==> config.mk <==
export PLATFORM = sky130hd
export DESIGN_NAME = frequency_reference_selector
export DESIGN_NICKNAME = d
export VERILOG_FILES = /design/src/hw/freq_ref_pkg.sv /design/src/hw/frequency_reference_selector.sv /design/src/hw/input_sync.sv
export SDC_FILE = /design/constraint.sdc
export NUM_CORES = 2
export LEC_CHECK = 0
export ABC_AREA = 1
export BUFFER_PORTS_ARGS = -buffer_cell sky130_fd_sc_hd__buf_4
export CAP_MARGIN = 20
export CELL_PAD_IN_SITES_DETAIL_PLACEMENT = 1
export CELL_PAD_IN_SITES_GLOBAL_PLACEMENT = 1
export CORE_UTILIZATION = 30
export DETAILED_ROUTE_END_ITERATION = 16
export HOLD_SLACK_MARGIN = 0.12
export PLACE_DENSITY = 0.67
export SYNTH_ARGS = -nofsm -noshare
export SYNTH_HDL_FRONTEND = slang
export SYNTH_SLANG_ARGS = --single-unit
==> constraint.sdc <==
create_clock -name aclk -period 72.1 [get_ports aclk]
set_input_delay 10.815 -clock aclk [delete_from_list [all_inputs] [get_ports aclk]]
set_output_delay 10.815 -clock aclk [all_outputs]
set_load 0.005 [all_outputs]
==> src/hw/freq_ref_pkg.sv <==
// constants shared by the frequency reference selector
// assumes a 125 MHz aclk; frequencies are in 0.01 Hz units, limits in 0.1 percent
package freq_ref_pkg;
	localparam int          FW              = 16;            // frequency word, 0.01 Hz per lsb
	localparam int          PW              = 11;            // percent word, 0.1 percent per lsb
	localparam int          NUM_IN          = 8;             // multi-function digital inputs
	localparam int          NUM_PRESET      = 16;
	// register byte offsets
	localparam logic [7:0]  ADDR_PRESET0    = 8'h00;         // 16 words up to 0x3C
	localparam logic [7:0]  ADDR_JOG        = 8'h40;
	localparam logic [7:0]  ADDR_UPPER      = 8'h44;
	localparam logic [7:0]  ADDR_LOWER      = 8'h48;
	localparam logic [7:0]  ADDR_JUMP1      = 8'h4C;
	localparam logic [7:0]  ADDR_JUMP2      = 8'h50;
	localparam logic [7:0]  ADDR_JWIDTH     = 8'h54;
	localparam logic [7:0]  ADDR_HOLD       = 8'h58;
	localparam logic [7:0]  ADDR_BSTEP      = 8'h5C;
	localparam logic [7:0]  ADDR_BRAMP      = 8'h60;
	localparam logic [7:0]  ADDR_SAVED      = 8'h64;
	localparam logic [7:0]  ADDR_MAXF       = 8'h68;
	localparam logic [7:0]  ADDR_ACCEL      = 8'h6C;
	localparam logic [7:0]  ADDR_DECEL      = 8'h70;
	localparam logic [7:0]  ADDR_FCODE_LO   = 8'h74;         // inputs 0..3, one byte each
	localparam logic [7:0]  ADDR_FCODE_HI   = 8'h78;         // inputs 4..7
	localparam logic [7:0]  ADDR_STATUS     = 8'h7C;         // [15:0] ref, [16] alarm, [17] run, [31:18] 0
	localparam int          STAT_ALARM      = 16;
	localparam int          STAT_RUN        = 17;
	// reset values
	localparam logic [NUM_PRESET-1:0][FW-1:0] RST_PRESET = {
		16'h1388, 16'h1388, 16'h1388, 16'h1388, 16'h1194, 16'h1068, 16'h0FA0, 16'h0DAC,
		16'h0BB8, 16'h09C4, 16'h07D0, 16'h05DC, 16'h04B0, 16'h03E8, 16'h0320, 16'h01F4};
	localparam logic [FW-1:0] RST_JOG         = 16'h0258;      // 6.00 Hz
	localparam logic [PW-1:0] RST_UPPER       = 11'h3E8;       // 100.0 percent
	localparam logic [PW-1:0] MAX_UPPER       = 11'h44C;       // 110.0 percent
	localparam logic [PW-1:0] RST_LOWER       = 11'h000;
	localparam logic [FW-1:0] RST_JWIDTH      = 16'h0064;      // 1.00 Hz
	localparam logic [FW-1:0] RST_MAXF        = 16'h1388;      // plain default, 50.00 Hz
	localparam logic [FW-1:0] MAX_BSTEP       = 16'h270F;      // 99.99 Hz
	localparam logic [FW-1:0] RST_RATE        = 16'h0100;      // one less than the cycles per 0.01 Hz step
	localparam logic [1:0]    HOLD_CLEAR      = 2'h0;
	localparam logic [1:0]    HOLD_SAVE       = 2'h1;
	localparam logic [1:0]    HOLD_ACCEPT     = 2'h2;
	// input function codes
	localparam logic [7:0]  FC_STEP1        = 8'h05;
	localparam logic [7:0]  FC_STEP2        = 8'h06;
	localparam logic [7:0]  FC_STEP3        = 8'h07;
	localparam logic [7:0]  FC_STEP4        = 8'h08;
	localparam logic [7:0]  FC_JOG          = 8'h09;
	localparam logic [7:0]  FC_UP           = 8'h0A;
	localparam logic [7:0]  FC_DOWN         = 8'h0B;
	localparam logic [7:0]  FC_UP2          = 8'h0C;
	localparam logic [7:0]  FC_DOWN2        = 8'h0D;
	localparam logic [7:0]  RST_FCODE       = 8'h00;
	// timing
	localparam longint      CLK_HZ          = 125000000;
	localparam longint      BIAS_LONG_MS    = 2000;
	localparam longint      BIAS_LONG_CYC   = BIAS_LONG_MS * CLK_HZ / 1000;
	localparam logic [1:0]  RESP_OKAY       = 2'h0;
	localparam logic [1:0]  RESP_SLVERR     = 2'h2;
endpackage

==> src/hw/frequency_reference_selector.sv <==
// frequency reference selector: preset/jog select, up/down, bias, limits, jump bands, ramp
// assumes AXI4-Lite register access and contact inputs already debounced outside
// Contract
// - sixteen presets plus jog, binary step select
// - jog input overrides the step inputs
// - function codes 5-8 steps, 9 jog
// - preset changes ramp at accel/decel times
// - new upper limit rewrites presets above it
// - upper clamp in percent, 0-110, reset 100
// - lower limit raises low references
// - inside band hold at band upper edge
// - zero centre disables band, width 1 Hz
// - never settle in band, cross with first times
// - hold mode active only with up/down codes
// - mode 0 adjusts while running, clears at stop
// - mode 1 saves at stop, pre-run press clears
// - mode 2 adjusts while stopped, saves at stop
// - second pair changes bias, step 0-99.99 Hz
// - zero step ramps bias at bias ramp times
// - nonzero step: long press uses up/down times
// - bias select 0 uses current accel/decel
// - both up/down pairs assigned raises alarm
`timescale 1ns/1ps
module frequency_reference_selector
	import freq_ref_pkg::*;
#(
	parameter longint LONG_PRESS_CYC = BIAS_LONG_CYC
) (
	input  wire logic              aclk,
	input  wire logic              aresetn,
	input  wire logic [NUM_IN-1:0] digital_in,
	input  wire logic              run_cmd,
	output logic      [FW-1:0]     freq_reference,
	output logic                   reference_alarm,
	input  wire logic [7:0]        s_axi_awaddr,
	input  wire logic              s_axi_awvalid,
	output logic                   s_axi_awready,
	input  wire logic [31:0]       s_axi_wdata,
	input  wire logic [3:0]        s_axi_wstrb,
	input  wire logic              s_axi_wvalid,
	output logic                   s_axi_wready,
	output logic      [1:0]        s_axi_bresp,
	output logic                   s_axi_bvalid,
	input  wire logic              s_axi_bready,
	input  wire logic [7:0]        s_axi_araddr,
	input  wire logic              s_axi_arvalid,
	output logic                   s_axi_arready,
	output logic      [31:0]       s_axi_rdata,
	output logic      [1:0]        s_axi_rresp,
	output logic                   s_axi_rvalid,
	input  wire logic              s_axi_rready
);
	typedef struct packed {
		logic [NUM_PRESET-1:0][FW-1:0] preset;
		logic [FW-1:0]                 jog;
		logic [PW-1:0]                 upper_pct;
		logic [PW-1:0]                 lower_pct;
		logic [1:0][FW-1:0]            jcentre;
		logic [FW-1:0]                 jwidth;
		logic [1:0]                    hold_mode;
		logic [FW-1:0]                 bstep;
		logic                          bramp_sel;
		logic [FW-1:0]                 saved;
		logic [FW-1:0]                 maxf;
		logic [FW-1:0]                 accel;
		logic [FW-1:0]                 decel;
		logic [NUM_IN-1:0][7:0]        fcode;
		logic                          limit_new;
		logic [FW-1:0]                 ud_ref;
		logic [FW-1:0]                 bias;
		logic [FW-1:0]                 btarget;
		logic [31:0]                   press_cnt;
		logic                          press_prev;
		logic                          run_prev;
		logic [FW-1:0]                 target;
		logic [FW-1:0]                 outf;
		logic [FW-1:0]                 tick;
		logic [FW-1:0]                 btick;
		logic [FW-1:0]                 utick;
		logic                          alarm;
		logic                          aw_have;
		logic                          w_have;
		logic [7:0]                    awaddr;
		logic [31:0]                   wdata;
		logic                          awready;
		logic                          wready;
		logic                          bvalid;
		logic [1:0]                    bresp;
		logic                          arready;
		logic                          rvalid;
		logic [31:0]                   rdata;
		logic [1:0]                    rresp;
	} state_type;

	state_type            st_q;
	state_type            st_d;
	logic [NUM_IN:0]      sync_in;
	logic [NUM_IN-1:0]    din;
	logic                 run;
	logic [NUM_IN-1:0][15:0] fn_one;
	logic [15:0]          fn_act;
	logic [15:0]          fn_asg;
	logic [26:0]          upper_prod;
	logic [26:0]          lower_prod;
	logic [FW-1:0]        upper_hz;
	logic [FW-1:0]        lower_hz;
	logic [3:0]           step_idx;
	logic [FW-1:0]        base_ref;
	logic [FW-1:0]        sel_ref;
	logic [FW:0]          biased;
	logic [FW:0]          clamped;
	logic [FW:0]          jumped;
	logic [FW:0]          half;
	logic                 ud1_en;
	logic                 ud2_en;
	logic [1:0]           mode;
	logic                 up2;
	logic                 dn2;
	logic                 long_press;
	logic [FW-1:0]        brate;
	logic [FW-1:0]        orate;

	input_sync #(.WIDTH(NUM_IN + 1)) u_sync (
		.aclk    (aclk),
		.aresetn (aresetn),
		.raw     ({run_cmd, digital_in}),
		.synced  (sync_in)
	);
	assign din = sync_in[NUM_IN-1:0];
	assign run = sync_in[NUM_IN];

	// per-input decode of its function code into a one-hot of codes below 16
	genvar gi;
	generate
		for (gi = 0; gi < NUM_IN; gi++) begin : g_fn
			assign fn_one[gi] = (st_q.fcode[gi] < 8'h10) ? (16'h0001 << st_q.fcode[gi][3:0]) : 16'h0000;
		end
	endgenerate

	// which functions are assigned, and which are asserted now
	always_comb begin
		fn_act = 16'h0000;
		fn_asg = 16'h0000;
		for (int i = 0; i < NUM_IN; i++) begin
			fn_asg = fn_asg | fn_one[i];
			fn_act = fn_act | (din[i] ? fn_one[i] : 16'h0000);
		end
	end

	// limits in 0.01 Hz from percent of maximum output frequency
	assign upper_prod = st_q.maxf * st_q.upper_pct;
	assign lower_prod = st_q.maxf * st_q.lower_pct;
	assign upper_hz   = 16'(upper_prod / 27'd1000);
	assign lower_hz   = 16'(lower_prod / 27'd1000);

	assign ud1_en     = fn_asg[FC_UP[3:0]] | fn_asg[FC_DOWN[3:0]];
	assign ud2_en     = fn_asg[FC_UP2[3:0]] | fn_asg[FC_DOWN2[3:0]];
	assign mode       = (ud1_en | ud2_en) ? st_q.hold_mode : HOLD_CLEAR;
	assign up2        = fn_act[FC_UP2[3:0]];
	assign dn2        = fn_act[FC_DOWN2[3:0]];
	assign long_press = st_q.press_cnt >= 32'(LONG_PRESS_CYC);

	// reference path: select, bias, clamp, jump
	always_comb begin
		step_idx = {fn_act[FC_STEP4[3:0]], fn_act[FC_STEP3[3:0]], fn_act[FC_STEP2[3:0]], fn_act[FC_STEP1[3:0]]};
		base_ref = fn_act[FC_JOG[3:0]] ? st_q.jog : st_q.preset[step_idx];
		sel_ref  = ud1_en ? st_q.ud_ref : base_ref;
		biased   = {1'b0, sel_ref} + {1'b0, st_q.bias};
		clamped  = (biased > {1'b0, upper_hz}) ? {1'b0, upper_hz} : biased;
		if (clamped < {1'b0, lower_hz}) begin
			clamped = {1'b0, lower_hz};
		end
		half   = {2'b00, st_q.jwidth[FW-1:1]};
		jumped = clamped;
		// centres ascend, so the first band is examined first
		for (int j = 0; j < 2; j++) begin
			if (st_q.jcentre[j] != 16'h0000 &&
			    jumped + half >= {1'b0, st_q.jcentre[j]} && jumped < {1'b0, st_q.jcentre[j]} + half) begin
				jumped = {1'b0, st_q.jcentre[j]} + half;
			end
		end
		if (jumped[FW]) begin
			jumped = {1'b0, 16'hFFFF};
		end
	end

	// bias ramp: select 0 follows direction, select 1 forces the first acceleration time
	assign brate = (st_q.bramp_sel || st_q.btarget >= st_q.bias) ? st_q.accel : st_q.decel;
	// output ramp; only one time pair exists, so band crossing uses the first times too
	assign orate = (st_q.target >= st_q.outf) ? st_q.accel : st_q.decel;

	always_comb begin
		st_d = st_q;
		// register writes once address and data have both arrived
		if (s_axi_awvalid && st_q.awready) begin
			st_d.aw_have = 1'b1;
			st_d.awaddr  = s_axi_awaddr;
		end
		if (s_axi_wvalid && st_q.wready) begin
			st_d.w_have = 1'b1;
			st_d.wdata  = s_axi_wdata;
		end
		st_d.limit_new = 1'b0;
		if (st_d.aw_have && st_d.w_have && !st_q.bvalid) begin
			st_d.aw_have = 1'b0;
			st_d.w_have  = 1'b0;
			st_d.bvalid  = 1'b1;
			st_d.bresp   = RESP_OKAY;
			if (st_d.awaddr < ADDR_JOG) begin
				st_d.preset[st_d.awaddr[5:2]] = st_d.wdata[FW-1:0];
			end else begin
				case (st_d.awaddr)
					ADDR_JOG:      st_d.jog = st_d.wdata[FW-1:0];
					ADDR_UPPER: begin
						st_d.upper_pct = (st_d.wdata[PW-1:0] > MAX_UPPER) ? MAX_UPPER : st_d.wdata[PW-1:0];
						st_d.limit_new = 1'b1;
					end
					ADDR_LOWER:    st_d.lower_pct = st_d.wdata[PW-1:0];
					ADDR_JUMP1:    st_d.jcentre[0] = st_d.wdata[FW-1:0];
					ADDR_JUMP2:    st_d.jcentre[1] = st_d.wdata[FW-1:0];
					ADDR_JWIDTH:   st_d.jwidth = st_d.wdata[FW-1:0];
					ADDR_HOLD:     st_d.hold_mode = (st_d.wdata[1:0] > HOLD_ACCEPT) ? HOLD_ACCEPT : st_d.wdata[1:0];
					ADDR_BSTEP:    st_d.bstep = (st_d.wdata[FW-1:0] > MAX_BSTEP) ? MAX_BSTEP : st_d.wdata[FW-1:0];
					ADDR_BRAMP:    st_d.bramp_sel = st_d.wdata[0];
					ADDR_SAVED:    st_d.saved = st_d.wdata[FW-1:0];
					ADDR_MAXF:     st_d.maxf = st_d.wdata[FW-1:0];
					ADDR_ACCEL:    st_d.accel = st_d.wdata[FW-1:0];
					ADDR_DECEL:    st_d.decel = st_d.wdata[FW-1:0];
					ADDR_FCODE_LO: st_d.fcode[3:0] = st_d.wdata;
					ADDR_FCODE_HI: st_d.fcode[7:4] = st_d.wdata;
					default:       st_d.bresp = RESP_SLVERR;
				endcase
			end
		end else if (st_q.bvalid && s_axi_bready) begin
			st_d.bvalid = 1'b0;
		end
		// reads answer one cycle after the address is taken
		if (st_q.rvalid && s_axi_rready) begin
			st_d.rvalid = 1'b0;
		end
		if (s_axi_arvalid && st_q.arready) begin
			st_d.rvalid = 1'b1;
			st_d.rresp  = RESP_OKAY;
			st_d.rdata  = 32'h0000_0000;
			if (s_axi_araddr < ADDR_JOG) begin
				st_d.rdata[FW-1:0] = st_q.preset[s_axi_araddr[5:2]];
			end else begin
				case (s_axi_araddr)
					ADDR_JOG:      st_d.rdata[FW-1:0] = st_q.jog;
					ADDR_UPPER:    st_d.rdata[PW-1:0] = st_q.upper_pct;
					ADDR_LOWER:    st_d.rdata[PW-1:0] = st_q.lower_pct;
					ADDR_JUMP1:    st_d.rdata[FW-1:0] = st_q.jcentre[0];
					ADDR_JUMP2:    st_d.rdata[FW-1:0] = st_q.jcentre[1];
					ADDR_JWIDTH:   st_d.rdata[FW-1:0] = st_q.jwidth;
					ADDR_HOLD:     st_d.rdata[1:0] = st_q.hold_mode;
					ADDR_BSTEP:    st_d.rdata[FW-1:0] = st_q.bstep;
					ADDR_BRAMP:    st_d.rdata[0] = st_q.bramp_sel;
					ADDR_SAVED:    st_d.rdata[FW-1:0] = st_q.saved;
					ADDR_MAXF:     st_d.rdata[FW-1:0] = st_q.maxf;
					ADDR_ACCEL:    st_d.rdata[FW-1:0] = st_q.accel;
					ADDR_DECEL:    st_d.rdata[FW-1:0] = st_q.decel;
					ADDR_FCODE_LO: st_d.rdata = st_q.fcode[3:0];
					ADDR_FCODE_HI: st_d.rdata = st_q.fcode[7:4];
					ADDR_STATUS:   st_d.rdata = {14'h0000, run, st_q.alarm, st_q.outf};
					default:       st_d.rresp = RESP_SLVERR;
				endcase
			end
		end
		st_d.awready = !st_d.aw_have && !st_d.bvalid;
		st_d.wready  = !st_d.w_have && !st_d.bvalid;
		st_d.arready = !st_d.rvalid;

		// a lowered upper limit pulls the presets down one cycle after the write
		if (st_q.limit_new) begin
			for (int p = 0; p < NUM_PRESET; p++) begin
				if (st_d.preset[p] > upper_hz) begin
					st_d.preset[p] = upper_hz;
				end
			end
		end

		// first up/down pair, stepping once per acceleration period
		st_d.utick = (st_q.utick >= st_q.accel) ? 16'h0000 : st_q.utick + 16'h0001;
		if (fn_act[FC_UP[3:0]] ^ fn_act[FC_DOWN[3:0]]) begin
			if (!run && mode == HOLD_SAVE) begin
				st_d.saved  = 16'h0000;
				st_d.ud_ref = 16'h0000;
			end else if ((run || mode == HOLD_ACCEPT) && st_q.utick >= st_q.accel) begin
				if (fn_act[FC_UP[3:0]] && st_q.ud_ref < upper_hz) begin
					st_d.ud_ref = st_q.ud_ref + 16'h0001;
				end else if (fn_act[FC_DOWN[3:0]] && st_q.ud_ref != 16'h0000) begin
					st_d.ud_ref = st_q.ud_ref - 16'h0001;
				end
			end
		end

		// second pair drives the bias
		st_d.press_prev = up2 ^ dn2;
		st_d.press_cnt  = (up2 ^ dn2) ? (long_press ? st_q.press_cnt : st_q.press_cnt + 32'd1) : 32'd0;
		st_d.btick      = (st_q.btick >= brate) ? 16'h0000 : st_q.btick + 16'h0001;
		if (up2 ^ dn2) begin
			if (st_q.bstep == 16'h0000 || long_press) begin
				// zero step: ramp freely at bias times; long press: follow first-pair times
				if ((long_press && st_q.utick >= st_q.accel) || (!long_press && st_q.btick >= brate)) begin
					if (up2 && st_q.bias < MAX_BSTEP) begin
						st_d.btarget = st_q.bias + 16'h0001;
					end else if (dn2 && st_q.bias != 16'h0000) begin
						st_d.btarget = st_q.bias - 16'h0001;
					end
				end
			end else if (!st_q.press_prev) begin
				st_d.btarget = up2 ? ((st_q.btarget + st_q.bstep > MAX_BSTEP) ? MAX_BSTEP : st_q.btarget + st_q.bstep)
				                   : ((st_q.btarget > st_q.bstep) ? st_q.btarget - st_q.bstep : 16'h0000);
			end
		end
		if (st_q.bias != st_d.btarget && (long_press || st_q.btick >= brate)) begin
			st_d.bias = (st_d.btarget > st_q.bias) ? st_q.bias + 16'h0001 : st_q.bias - 16'h0001;
		end

		// stop and restart handling of the up/down reference and bias
		st_d.run_prev = run;
		if (st_q.run_prev && !run) begin
			if (mode == HOLD_CLEAR) begin
				st_d.ud_ref  = 16'h0000;
				st_d.bias    = 16'h0000;
				st_d.btarget = 16'h0000;
			end else begin
				st_d.saved = st_q.ud_ref;
			end
		end else if (!st_q.run_prev && run && mode != HOLD_CLEAR) begin
			st_d.ud_ref = st_q.saved;
		end

		st_d.alarm = ud1_en && ud2_en;

		// pipeline the target, then ramp one count per rate period
		st_d.target = jumped[FW-1:0];
		st_d.tick   = (st_q.tick >= orate) ? 16'h0000 : st_q.tick + 16'h0001;
		if (st_q.tick >= orate && st_q.outf != st_q.target) begin
			st_d.outf = (st_q.target > st_q.outf) ? st_q.outf + 16'h0001 : st_q.outf - 16'h0001;
		end
	end

	// all state in one register; power loss acts as reset
	always_ff @(posedge aclk) begin
		if (!aresetn) begin
			st_q           <= '0;
			st_q.preset    <= RST_PRESET;
			st_q.jog       <= RST_JOG;
			st_q.upper_pct <= RST_UPPER;
			st_q.lower_pct <= RST_LOWER;
			st_q.jwidth    <= RST_JWIDTH;
			st_q.maxf      <= RST_MAXF;
			st_q.accel     <= RST_RATE;
			st_q.decel     <= RST_RATE;
			st_q.fcode     <= {NUM_IN{RST_FCODE}};
			st_q.awready   <= 1'b1;
			st_q.wready    <= 1'b1;
			st_q.arready   <= 1'b1;
		end else begin
			st_q <= st_d;
		end
	end

	assign freq_reference  = st_q.outf;
	assign reference_alarm = st_q.alarm;
	assign s_axi_awready   = st_q.awready;
	assign s_axi_wready    = st_q.wready;
	assign s_axi_bresp     = st_q.bresp;
	assign s_axi_bvalid    = st_q.bvalid;
	assign s_axi_arready   = st_q.arready;
	assign s_axi_rdata     = st_q.rdata;
	assign s_axi_rresp     = st_q.rresp;
	assign s_axi_rvalid    = st_q.rvalid;
endmodule

==> src/hw/input_sync.sv <==
// two-stage synchroniser for a vector of contact inputs
// assumes each bit is an independent level; no bus coherence is implied
`timescale 1ns/1ps
module input_sync #(
	parameter int WIDTH = 8
) (
	input  wire logic             aclk,
	input  wire logic             aresetn,
	input  wire logic [WIDTH-1:0] raw,
	output logic      [WIDTH-1:0] synced
);
	logic [WIDTH-1:0] meta_q;

	// first stage feeds only the second stage
	always_ff @(posedge aclk) begin
		if (!aresetn) begin
			meta_q <= '0;
			synced <= '0;
		end else begin
			meta_q <= raw;
			synced <= meta_q;
		end
	end
endmodule

==> impl_metrics.py <==
metrics = {
    "floorplan": {
        "fp-row-count": 186,
        "die_x_um": 510.0,
        "die_y_um": 510.0,
        "io_pins": 126,
        "die-area_um2": 260100,
        "start_util_pct": 30.16,
        "coreArea_um2": 256700,
    },
    "setup_path": {
        "cpMostUsedCell": "nand2_1",
        "critPathMaxFanout": 31,
        "crit_arrival_ns": 36.04,
        "crit_type": "register to register",
        "endpoint_kind": "register",
        "slowest_delay_ns": 1.02,
        "crit_slowest_cell": "dfxtp_1",
        "cp-start-kind": "register",
        "cp.required_ns": 72.71,
    },
    "sta": {
        "tightest_slew_ns": 1.244,
        "finalSetupViolCount": 0,
        "max_clock_freq_mhz": 28.23,
        "skew_ns": 0.04834,
        "setup_slack_ns": 36.67,
        "tns_ns": 0,
        "hold_viol": 0,
        "period_minus_slack_ns": 35.43,
        "fin_crit_sh_pct": 49.14,
        "rsz0062_at_grt": "no",
        "slew_violations": 0,
        "slew_headroom_pct": 16.32,
    },
    "synthesis": {
        "synth_seq_cells": 752,
        "synth_area_leader_cell": "dfxtp_1",
        "synth_top_area_share_pct": 19.45,
        "avgSynthCellArea_um2": 6.611,
        "synth_flop_cell": "dfxtp_1",
        "syn_inst": 11710,
        "ys_seq_area_share_pct": 19.45,
        "synthTopCellsByArea": "dfxtp_1 19%, ha_1 12%, nand2_1 11%, inv_1 9.5%, o21ai_0 8.2%",
        "ys_warn_count": 0,
        "synth_cell_types": 84,
        "syn-cell-area_um2": 77410,
        "ys_async_sr_fraction_pct": 0,
        "synth_edf_count": 0,
    },
    "placement": {
        "dp_hpwl_mm": 264.1,
        "io_buffer_count": 119,
        "gp_congestion": 0.9933,
        "place_ws_ns": 36.96,
    },
    "layout": {
        "syn2layout_area_growth_pct": 9.522,
        "layout_common_cells": "2,167 x nand2_1, 1,954 x inv_1, 1,263 x o21ai_0, 1,037 x a21oi_1, 752 x dfxtp_1",
        "layout_commonest_cell": "nand2_1",
        "final_layout_size_suffix_gt1_share_pct": 9.202,
        "final_nets": 12580,
    },
    "global_route": {
        "grt_pass1_vias": 82470,
        "overflow": 0,
        "antenna_found_initial": 31,
        "grt_start_max_net_pins": 178,
        "grt_pass1_wl_mm": 514.6,
        "track_usage_pct": 26.04,
    },
    "clock_tree": {
        "cts-hold-fix-buffers": 0,
        "clk_latency_ns": 0.77,
        "htreeDepth": 3,
        "cts_sinks": 752,
        "cts_buffers": 88,
        "cts-root-buf": "clkbuf_16",
        "cts_resized": 0,
        "clk_path_buf_depth": 3,
        "cts_setup_buffers": 0,
        "path_clk_slew_ns": 0.06,
        "cts_tree": "built",
    },
    "route": {
        "wl_mm": 345.9,
        "antenna_left": 0,
        "drt_iter0_drc": 6350,
        "vias": 80960,
        "via_per_inst": 5.400,
        "drt_pass1_iterations": 5,
        "wl_per_cell_um": 23.07,
        "drc": 0,
    },
    "status": {
        "outcome": "finished, final reports clean",
    },
    "job": {
        "maxCapViolCount": 0,
    },
    "min_path": {
        "hp-class": "register to register",
    },
}
## Yosys cell counts (all sizes together) (3+ instances only)
library cell and number:
a2111oi 17, a211oi 57, a21boi 15, a21o 20
a21oi 1064, a221oi 23, a22o 3, a22oi 50
a31o 6, a31oi 39, a32o 3, a41oi 12
and2 17, and3 4, buf 87, clkbuf 485
clkinv 30, dfxtp 752, fa 258, ha 725
inv 2051, nand2 2407, nand3 604, nand3b 20
nand4 131, nor2 653, nor3 120, nor3b 16
nor4 50, o2111ai 20, o211ai 107, o21a 29
o21ai 1338, o21bai 56, o221ai 34, o22ai 88
o31ai 20, or2 48, or3 9, xnor2 42
xor2 183
## worst max-delay path: cells and delay by family, from the launching register on
kind | cells | cell delay, ns
DFF | 1 | 1.02
adders and majority gates | 12 | 4.81
AOI/OAI and AO/OA | 41 | 9.63
buffers and inverters | 14 | 2.65
and+or+nand+nor | 111 | 16.62
xor gates and xnor gates | 2 | 0.36
## kinds of logic (layout without fill, tap and decap cells)
kind of cell / count (synthesis) / after routing / synth area share, %
other: 1 / 15 / 0.004844
AO/OA/AOI/OAI: 3011 / 3011 / 21.84
adder cells (fa/ha/maj): 983 / 983 / 18.39
buffers and inverters: 2653 / 2537 / 13.27
AND/OR/NAND/NOR: 4082 / 4082 / 24.48
flip-flops: 752 / 752 / 19.45
multiplexers: 2 / 2 / 0.02586
XOR/XNOR: 225 / 225 / 2.546
## state kept, by name, summed over array words and instances (netlist names)
signal and flops:
st_q 663, s_axi_arready 1, freq_reference 16, s_axi_bresp 1, half 15, u_sync.meta_q 9, s_axi_bvalid 1, s_axi_rvalid 1
s_axi_rresp 1, reference_alarm 1, s_axi_wready 1, s_axi_rdata 32, s_axi_awready 1, u_sync.synced 9
## final timing paths
path	cells after the start	startpoint	slack, ns	end
worst min-delay path	2	u_sync.meta_q[6]	0.42	u_sync.synced[6]
worst max register to register	180	st_q[462]	36.67	st_q[151]
worst max-delay path	180	st_q[462]	36.67	st_q[151]
worst min register to register	2	u_sync.meta_q[6]	0.42	u_sync.synced[6]
## final cells by class
type / count / area (um^2)
diodes: 12 / 30.03
fillers: 32610 / 171900
clock buffers: 128 / 2595
repair buffers: 299 / 2328
clock inverters: 29 / 457.9
flip-flops and latches: 752 / 15050
multi-input cells: 8306 / 52240
inverters: 2081 / 7838
well taps: 3384 / 4234
## through the flow
stage                     hold WS (ns)  utilization (%)  cell area (um^2)  std cells
after floorplan                 0.3905                -             77420      11710
after global placement          0.4053            31.77             81540      14810
after detailed placement        0.4009            31.79             81600      14820
after CTS                       0.4271            32.98             84650      14970
after global routing            0.4426            33.02             84760      14980
final                           0.4203            33.03             84780      14990
## metal layers
layer  vias up  wire (um)  share of wire (%)  global-route usage (%)
met5         -        111              0.032                       0
met4        16      23460                6.8                   16.07
met3       762      22860                6.6                   3.852
met2      2552     155900                 45                   42.78
met1     39690     143500                 41                   31.97
li1      37940          -                  -                       -
Power is not shown: default switching activity piles up to over one toggle a cycle in this logic, so the estimate is an artifact.
